### config.mk
export PLATFORM = sky130hd
export DESIGN_NAME = arf_top
export DESIGN_NICKNAME = d
export VERILOG_FILES = /design/src/hdl/arf_pkg.sv /design/src/hdl/arf_acc_if.sv /design/src/hdl/arf_top.sv /design/src/hdl/arf_accum.sv
export SDC_FILE = /design/constraint.sdc
export NUM_CORES = 1
export LEC_CHECK = 0
export BUFFER_PORTS_ARGS = -buffer_cell sky130_fd_sc_hd__buf_2
export CAP_MARGIN = 40
export CORE_UTILIZATION = 58
export CTS_BUF_LIST = sky130_fd_sc_hd__clkbuf_4 sky130_fd_sc_hd__clkbuf_8 sky130_fd_sc_hd__clkbuf_16
export DETAILED_ROUTE_END_ITERATION = 7
export HOLD_SLACK_MARGIN = 0.06
export PLACE_DENSITY_LB_ADDON = 0.25
export SYNTH_ARGS = -nofsm -noshare
export SYNTH_HDL_FRONTEND = slang
export SYNTH_HIERARCHICAL = 1
export SYNTH_SLANG_ARGS = --single-unit
export TNS_END_PERCENT = 20
### constraint.sdc
create_clock -name sys_clk -period 2.68 [get_ports sys_clk]
set_input_delay 0.134 -clock sys_clk [delete_from_list [all_inputs] [get_ports sys_clk]]
set_output_delay 0.134 -clock sys_clk [all_outputs]
set_load 0.005 [all_outputs]
### src/hdl/arf_pkg.sv
// Package of constants for the converter result formatter.
package arf_pkg;
  localparam int unsigned CODE_W   = 12;
  localparam int unsigned RESULT_W = 16;

  // Register page and addresses on the special-function register port.
  localparam logic [7:0] PAGE_MAIN     = 8'h00;
  localparam logic [7:0] ADDR_REF_CTRL = 8'hD1;
  localparam logic [7:0] ADDR_RES_LOW  = 8'hBD;
  localparam logic [7:0] ADDR_RES_HIGH = 8'hBE;
  localparam logic [7:0] ADDR_CONV_CTL = 8'hE8;
  localparam logic [7:0] ADDR_CONV_CFG = 8'hBC;

  // Reset values.
  localparam logic [7:0]  REF_CTRL_RST = 8'h00;
  localparam logic [7:0]  CONV_CTL_RST = 8'h00;
  localparam logic [7:0]  CONV_CFG_RST = 8'h00;
  localparam logic [15:0] RESULT_RST   = 16'h0000;

  // Reference control field positions.
  localparam int unsigned REF_ZTC_BIT   = 5;
  localparam int unsigned REF_LVL_BIT   = 4;
  localparam int unsigned REF_SRC_BIT   = 3;
  localparam int unsigned REF_TEMP_BIT  = 2;
  localparam int unsigned REF_BIAS_BIT  = 1;
  localparam int unsigned REF_BUF_BIT   = 0;
  localparam logic [7:0]  REF_WR_MASK   = 8'h0F;
  localparam logic [7:0]  REF_RD_MASK   = 8'h3F;

  // Converter control and configuration field positions.
  localparam int unsigned CTL_LJST_BIT  = 2;
  localparam int unsigned CFG_RPT_LSB   = 1;
  localparam logic [7:0]  CFG_WR_MASK   = 8'h06;

  // Repeat count encodings.
  typedef enum logic [1:0] {
    ARF_RPT_1,
    ARF_RPT_4,
    ARF_RPT_8,
    ARF_RPT_16
  } arf_rpt_e;

  localparam logic [4:0] RPT_LEN_1  = 5'h01;
  localparam logic [4:0] RPT_LEN_4  = 5'h04;
  localparam logic [4:0] RPT_LEN_8  = 5'h08;
  localparam logic [4:0] RPT_LEN_16 = 5'h10;
endpackage : arf_pkg

### src/hdl/arf_acc_if.sv
// Interface between the formatter and its sample accumulator.
`timescale 1ns/1ns
interface arf_acc_if;
  logic                 sample_valid;
  logic [11:0]          sample_code;
  arf_pkg::arf_rpt_e    rpt_sel;
  logic                 restart;
  logic                 sum_valid;
  logic [15:0]          sum;

  modport fmt (output sample_valid, output sample_code, output rpt_sel, output restart,
               input sum_valid, input sum);
  modport acc (input sample_valid, input sample_code, input rpt_sel, input restart,
               output sum_valid, output sum);
endinterface : arf_acc_if

### src/hdl/arf_top.sv
// Converter result formatter with reference control register.
// Contract
// - Repeat count one gives a 12-bit unsigned result refreshed after each conversion.
// - Result is readable as separate high and low byte registers.
// - Right-justified mode puts the code in the low twelve bits.
// - Left-justified mode puts the code in the upper twelve bits.
// - Bits not used by the current format read as zero.
// - Accumulated results update once, after the last conversion of a series.
// - Accumulation over 4, 8 or 16 samples, chosen by the repeat field.
// - The accumulated sum is the plain total of the samples.
// - Reference control bits 7:6 read zero and ignore writes.
// - With zero-tc enable clear, the bias turns on when a consumer asks.
// - Reference control lives at 0xD1 page 0x00 and resets to zero.
// - Temperature sensor enable bit turns the sensor off or on.
// - Analog bias enable bit turns the bias generator off or on.
`timescale 1ns/1ns
module arf_top (
  input  wire logic        sys_clk,
  input  wire logic        rst_n,
  input  wire logic [7:0]  sfr_addr,
  input  wire logic [7:0]  sfr_page,
  input  wire logic        sfr_wr,
  input  wire logic        sfr_rd,
  input  wire logic [7:0]  sfr_wdata,
  output logic      [7:0]  sfr_rdata,
  input  wire logic        conv_done,
  input  wire logic [11:0] conv_code,
  input  wire logic        ztc_request,
  output logic             ztc_bias_on,
  output logic             ref_level_high,
  output logic             ref_source_internal,
  output logic             temp_sensor_on,
  output logic             bias_on,
  output logic             ref_buffer_on
);
  arf_acc_if acc_link ();

  arf_accum #(
    .CODE_W (arf_pkg::CODE_W),
    .SUM_W  (arf_pkg::RESULT_W)
  ) u_accum (
    .sys_clk (sys_clk),
    .rst_n   (rst_n),
    .acc     (acc_link.acc)
  );

  logic [7:0]  ref_q, ref_d;
  logic [7:0]  ctl_q, ctl_d;
  logic [7:0]  cfg_q, cfg_d;
  logic [15:0] result_q, result_d;
  logic [7:0]  rdata_q, rdata_d;
  logic        ztc_q, ztc_d;
  logic        on_page;
  logic        wr_ref, wr_ctl, wr_cfg;
  logic        ljst;
  arf_pkg::arf_rpt_e rpt;

  assign on_page = (sfr_page == arf_pkg::PAGE_MAIN);
  assign wr_ref  = sfr_wr && on_page && (sfr_addr == arf_pkg::ADDR_REF_CTRL);
  assign wr_ctl  = sfr_wr && on_page && (sfr_addr == arf_pkg::ADDR_CONV_CTL);
  assign wr_cfg  = sfr_wr && on_page && (sfr_addr == arf_pkg::ADDR_CONV_CFG);
  assign ljst    = ctl_q[arf_pkg::CTL_LJST_BIT];
  assign rpt     = arf_pkg::arf_rpt_e'(cfg_q[arf_pkg::CFG_RPT_LSB +: 2]);

  // A change of repeat count abandons the partial series.
  assign acc_link.sample_valid = conv_done;
  assign acc_link.sample_code  = conv_code;
  assign acc_link.rpt_sel      = rpt;
  assign acc_link.restart      = wr_cfg;

  // Register writes.
  always_comb begin
    ref_d = ref_q;
    ctl_d = ctl_q;
    cfg_d = cfg_q;
    if (wr_ref) begin
      ref_d = (ref_q & ~arf_pkg::REF_WR_MASK) | (sfr_wdata & arf_pkg::REF_WR_MASK);
    end
    if (wr_ctl) begin
      ctl_d = sfr_wdata;
    end
    if (wr_cfg) begin
      cfg_d = sfr_wdata & arf_pkg::CFG_WR_MASK;
    end
  end

  // Result formatting.
  always_comb begin
    result_d = result_q;
    if (acc_link.sum_valid) begin
      if (rpt == arf_pkg::ARF_RPT_1 && ljst) begin
        result_d = {acc_link.sum[11:0], 4'h0};
      end else if (rpt == arf_pkg::ARF_RPT_1) begin
        result_d = {4'h0, acc_link.sum[11:0]};
      end else begin
        result_d = acc_link.sum;
      end
    end
  end

  // Read data and bias control.
  always_comb begin
    rdata_d = rdata_q;
    if (sfr_rd) begin
      rdata_d = 8'h00;
      if (on_page) begin
        unique case (sfr_addr)
          arf_pkg::ADDR_REF_CTRL: rdata_d = ref_q & arf_pkg::REF_RD_MASK;
          arf_pkg::ADDR_RES_HIGH: rdata_d = result_q[15:8];
          arf_pkg::ADDR_RES_LOW:  rdata_d = result_q[7:0];
          arf_pkg::ADDR_CONV_CTL: rdata_d = ctl_q;
          arf_pkg::ADDR_CONV_CFG: rdata_d = cfg_q;
          default:                rdata_d = 8'h00;
        endcase
      end
    end
    ztc_d = ref_q[arf_pkg::REF_ZTC_BIT] | ztc_request;
  end

  always_ff @(posedge sys_clk or negedge rst_n) begin
    if (!rst_n) begin
      ref_q         <= arf_pkg::REF_CTRL_RST;
      ctl_q         <= arf_pkg::CONV_CTL_RST;
      cfg_q         <= arf_pkg::CONV_CFG_RST;
      result_q      <= arf_pkg::RESULT_RST;
      rdata_q       <= 8'h00;
      ztc_q         <= 1'b0;
    end else begin
      ref_q         <= ref_d;
      ctl_q         <= ctl_d;
      cfg_q         <= cfg_d;
      result_q      <= result_d;
      rdata_q       <= rdata_d;
      ztc_q         <= ztc_d;
    end
  end

  assign sfr_rdata           = rdata_q;
  assign ztc_bias_on         = ztc_q;
  assign ref_level_high      = ref_q[arf_pkg::REF_LVL_BIT];
  assign ref_source_internal = ref_q[arf_pkg::REF_SRC_BIT];
  assign temp_sensor_on      = ref_q[arf_pkg::REF_TEMP_BIT];
  assign bias_on             = ref_q[arf_pkg::REF_BIAS_BIT];
  assign ref_buffer_on       = ref_q[arf_pkg::REF_BUF_BIT];

  // Counts the samples taken since the last restart or reported sum, for the checks below.
  logic [4:0] seen_q, seen_d;
  logic [4:0] want_len;

  always_comb begin
    unique case (rpt)
      arf_pkg::ARF_RPT_1:  want_len = arf_pkg::RPT_LEN_1;
      arf_pkg::ARF_RPT_4:  want_len = arf_pkg::RPT_LEN_4;
      arf_pkg::ARF_RPT_8:  want_len = arf_pkg::RPT_LEN_8;
      arf_pkg::ARF_RPT_16: want_len = arf_pkg::RPT_LEN_16;
    endcase
  end

  always_comb begin
    seen_d = seen_q;
    if (acc_link.sum_valid) begin
      seen_d = 5'h00;
    end
    if (wr_cfg) begin
      seen_d = 5'h00;
    end else if (conv_done) begin
      seen_d = seen_d + 5'h01;
    end
  end

  always_ff @(posedge sys_clk or negedge rst_n) begin
    if (!rst_n) begin
      seen_q <= 5'h00;
    end else begin
      seen_q <= seen_d;
    end
  end
endmodule : arf_top

### src/hdl/arf_accum.sv
// Sample accumulator that sums a series of conversion codes.
`timescale 1ns/1ns
module arf_accum #(
  parameter int unsigned CODE_W = 12,
  parameter int unsigned SUM_W  = 16
) (
  input  wire logic sys_clk,
  input  wire logic rst_n,
  arf_acc_if.acc    acc
);
  if (CODE_W + 4 > SUM_W || SUM_W != 16 || CODE_W != 12) begin : g_bad_width
    $error("arf_accum: widths not supported");
  end

  logic [4:0]       len;
  logic [4:0]       count_q, count_d;
  logic [SUM_W-1:0] acc_q, acc_d;
  logic [SUM_W-1:0] sum_q, sum_d;
  logic             valid_q, valid_d;
  logic [SUM_W-1:0] total;

  always_comb begin
    unique case (acc.rpt_sel)
      arf_pkg::ARF_RPT_1:  len = arf_pkg::RPT_LEN_1;
      arf_pkg::ARF_RPT_4:  len = arf_pkg::RPT_LEN_4;
      arf_pkg::ARF_RPT_8:  len = arf_pkg::RPT_LEN_8;
      arf_pkg::ARF_RPT_16: len = arf_pkg::RPT_LEN_16;
    endcase
  end

  always_comb begin
    total   = acc_q + SUM_W'(acc.sample_code);
    count_d = count_q;
    acc_d   = acc_q;
    sum_d   = sum_q;
    valid_d = 1'b0;
    if (acc.restart) begin
      count_d = '0;
      acc_d   = '0;
    end else if (acc.sample_valid) begin
      if (count_q + 5'd1 >= len) begin
        sum_d   = total;
        valid_d = 1'b1;
        count_d = '0;
        acc_d   = '0;
      end else begin
        count_d = count_q + 5'd1;
        acc_d   = total;
      end
    end
  end

  always_ff @(posedge sys_clk or negedge rst_n) begin
    if (!rst_n) begin
      count_q <= '0;
      acc_q   <= '0;
      sum_q   <= '0;
      valid_q <= 1'b0;
    end else begin
      count_q <= count_d;
      acc_q   <= acc_d;
      sum_q   <= sum_d;
      valid_q <= valid_d;
    end
  end

  assign acc.sum_valid = valid_q;
  assign acc.sum       = sum_q;
endmodule : arf_accum

==> results.ini <==
[placed_design]
gp_congestion = 0.8495
port_buffers = 54
hpwl_microns = 6441
pre_cts_ws_ps = 173.1
dpl-instance-area_sq_um = 4588

[sta]
relSlewSlack_pct = 41.32
slew_violations = 0
layout_worst_path_cycle_share_pct = 93.59
hold_viol = 0
fin_skew_ps = 6.670
finalWorstSetupSlack_ps = 171.9
hold_slack_ps = 105.6
worst_pin_slew_ps = 880.2
max_freq_mhz = 398.7
min_period_ps = 2508
rsz0062_at_grt = no
finalSetupViolations = 0
tns_ps = 0

[logic_synthesis]
yosysSeqAreaShare_pct = 46.03
synth.most_common_cell = dfrtp_1
ys_seq_elements = 77
mappedNetlistArea_sq_um = 4187
synthDominantCellAreaShare_pct = 46.03
synth_ff_type = dfrtp_1
synthArstFlopShare_pct = 100.0
synth.largest_area_cell = dfrtp_1
synth_area_leaders = dfrtp_1, mux2_2, ha_1
synth_edf_count = 0
synthCells = 383
ys_types = 62
syn-num-nets = 443
synth_area_per_cell_sq_um = 10.93
yosys_warnings = 6
synth_common_cells = dfrtp_1, a21oi_1, nor2_1

[floorplan]
die_h_microns = 86.96
die_area_sq_um = 7562
core-area_sq_um = 6869
io_pins = 56
start_util_pct = 60.95
row_count = 30
die_x_microns = 86.96

[drt]
wire_per_inst_microns = 15.99
totalWireLength_microns = 8781
ant_nets = 0
dr.first_iter.drc_count = 149
route.detailed.drc = 0
num_vias = 3213
firstDrtPassIters = 5
routed_via_density = 5.852

[worst_setup_path]
crit_path_end_kind = flop
crit_top_cell = ha_1
slowest_delay_ps = 420
critical_path_class = flop to flop
critPathArrivalTime_ps = 2740
crit_path_start_kind = flop
critPathMaxFanout = 14
worstPathCellList = ha_1 -> xor2_1 -> ha_1 -> nor4b_1 -> o21bai_1 -> a21oi_1 -> or2_1 -> buf_4 -> mux2_2
crit_slowest_cell = dfrtp_1
r2r_cells = 9
required_ps = 2910

[global_route]
grt_pass1_wl_microns = 14860
grt.overflow.total = 0
antenna_found_initial = 0
grt_max_degree = 62
gr-usage-all-layers_pct = 25.81
grt_pass1_vias = 3163

[power_and_ir_drop]
leakage_nw = 2.173
vdd_drop_max_mv = 0.2842
pwr_density_cell_nw_per_um2 = 457.4
finalPower_mw = 2.218

[clock_network]
cts.path.max_buffers = 2
cts_buffers = 9
cts_max_level = 3
clk_pin_slew_ps = 80
cts_tree = built
clock_latency_ps = 340
ctsRootBufferMaster = clkbuf_8
clock_sinks = 77

[job]
drv_cap = 0

[min_path]
hold_depth = 2
hold_path_class = input port to flop

[outcome]
status = finished clean

[final_layout]
area_delta_synth_final_pct = 15.81
diodes = 0
fin_nets = 509
design_area_sq_um = 4848
drive_above_1_share_pct = 25.61

## per-layer routing
layer	share of wire, %	track usage [%]
met5	0	0
met1	44	31.83
met4	1.7	8.182
met2	49	44.67
met3	5.1	6.256
## worst max-delay path: cells and delay by family, from the launching register on
kind,cells,cell delay [ps]
xor+xnor,1,160
compound gates,2,310
mux,1,360
fa+ha+maj,2,480
buf+inv,1,200
flops,1,420
simple gates,2,450
## cells in the final DEF (no fill, tap or decap), types with 5 or more instances in the layout
master / instances
o22ai_1: 13
a22o_1: 15
mux2i_1: 10
inv_1: 18
nor2b_1: 6
a22oi_1: 6
nand2b_1: 5
xnor2_1: 12
dlygate4sd3_1: 10
dfrtp_1: 77
mux2_2: 19
nor2_1: 23
a21oi_1: 23
nand3_1: 10
nand2_1: 19
o21ai_0: 15
ha_1: 17
buf_4: 5
mux2_4: 8
a31oi_1: 5
buf_2: 53
clkbuf_8: 9
## where the power goes
group | switching, mW | total, mW | internal [mW] | leakage [nW]
clock | 0.407 | 0.744 | 0.336 | 0.0891
sequential | 0.0417 | 1.25 | 1.21 | 1.01
combinational | 0.119 | 0.221 | 0.102 | 1.08
total | 0.568 | 2.22 | 1.65 | 2.17
## what timing repair did
action,4_1_cts,5_1_grt
setup endpoints to repair,0,0
hold buffers,10,0
resized for setup,0,0
hold endpoints to repair,91,0
buffers inserted,0,0
## area by class of cell
type	instances	area (sq um)
Clock buffer	10	131.4
Clock inverter	5	28.78
Fill cell	524	2021
Inverter	19	71.32
Multi-Input combinational cell	272	2120
Sequential cell	77	1927
Tap cell	96	120.1
Timing Repair Buffer	70	450.4
## cells by family (layout without fill, tap and decap cells)
logic type / Yosys count / after routing / synth area share, %
xor+xnor: 15 / 15 / 3.138
other cells: 1 / 1 / 0.08957
fa+ha+maj: 18 / 18 / 5.559
flops: 77 / 77 / 46.03
compound gates: 113 / 113 / 18.68
simple gates: 88 / 88 / 12.79
buf+inv: 34 / 104 / 3.347
mux: 37 / 37 / 10.37
## registers in the layout (all words and copies together) (netlist names)
register / cells
u_accum/acc_q: 16
u_accum/acc.sum: 16
sfr_rdata: 8
ztc_bias_on: 1
ref_q: 4
cfg_q: 2
u_accum/count_q: 5
u_accum/acc.sum_valid: 1
result_q: 16
ctl_q: 8
## through the flow
stage          util [%]  instances
2_1_floorplan         -        383
4_1_cts           70.58        549
3_3_place_gp      66.39        523
5_1_grt           70.58        549
6_report          70.58        549
3_5_place_dp      66.79        524
## path summary, 6_finish.rpt
kind	startpoint	to	slack [ps]
worst min register to register	u_accum/acc.sum[12]	u_accum/acc.sum[12]	490
min in group asynchronous	rst_n	ctl_q[3]	180
worst max register to register	u_accum/count_q[0]	u_accum/acc.sum[1]	170
worst max-delay path	u_accum/count_q[0]	u_accum/acc.sum[1]	170
max in group asynchronous	rst_n	u_accum/count_q[1]	1920
worst min-delay path	sfr_rd	sfr_rdata[1]	110
Power figures use the tool's default switching activity.
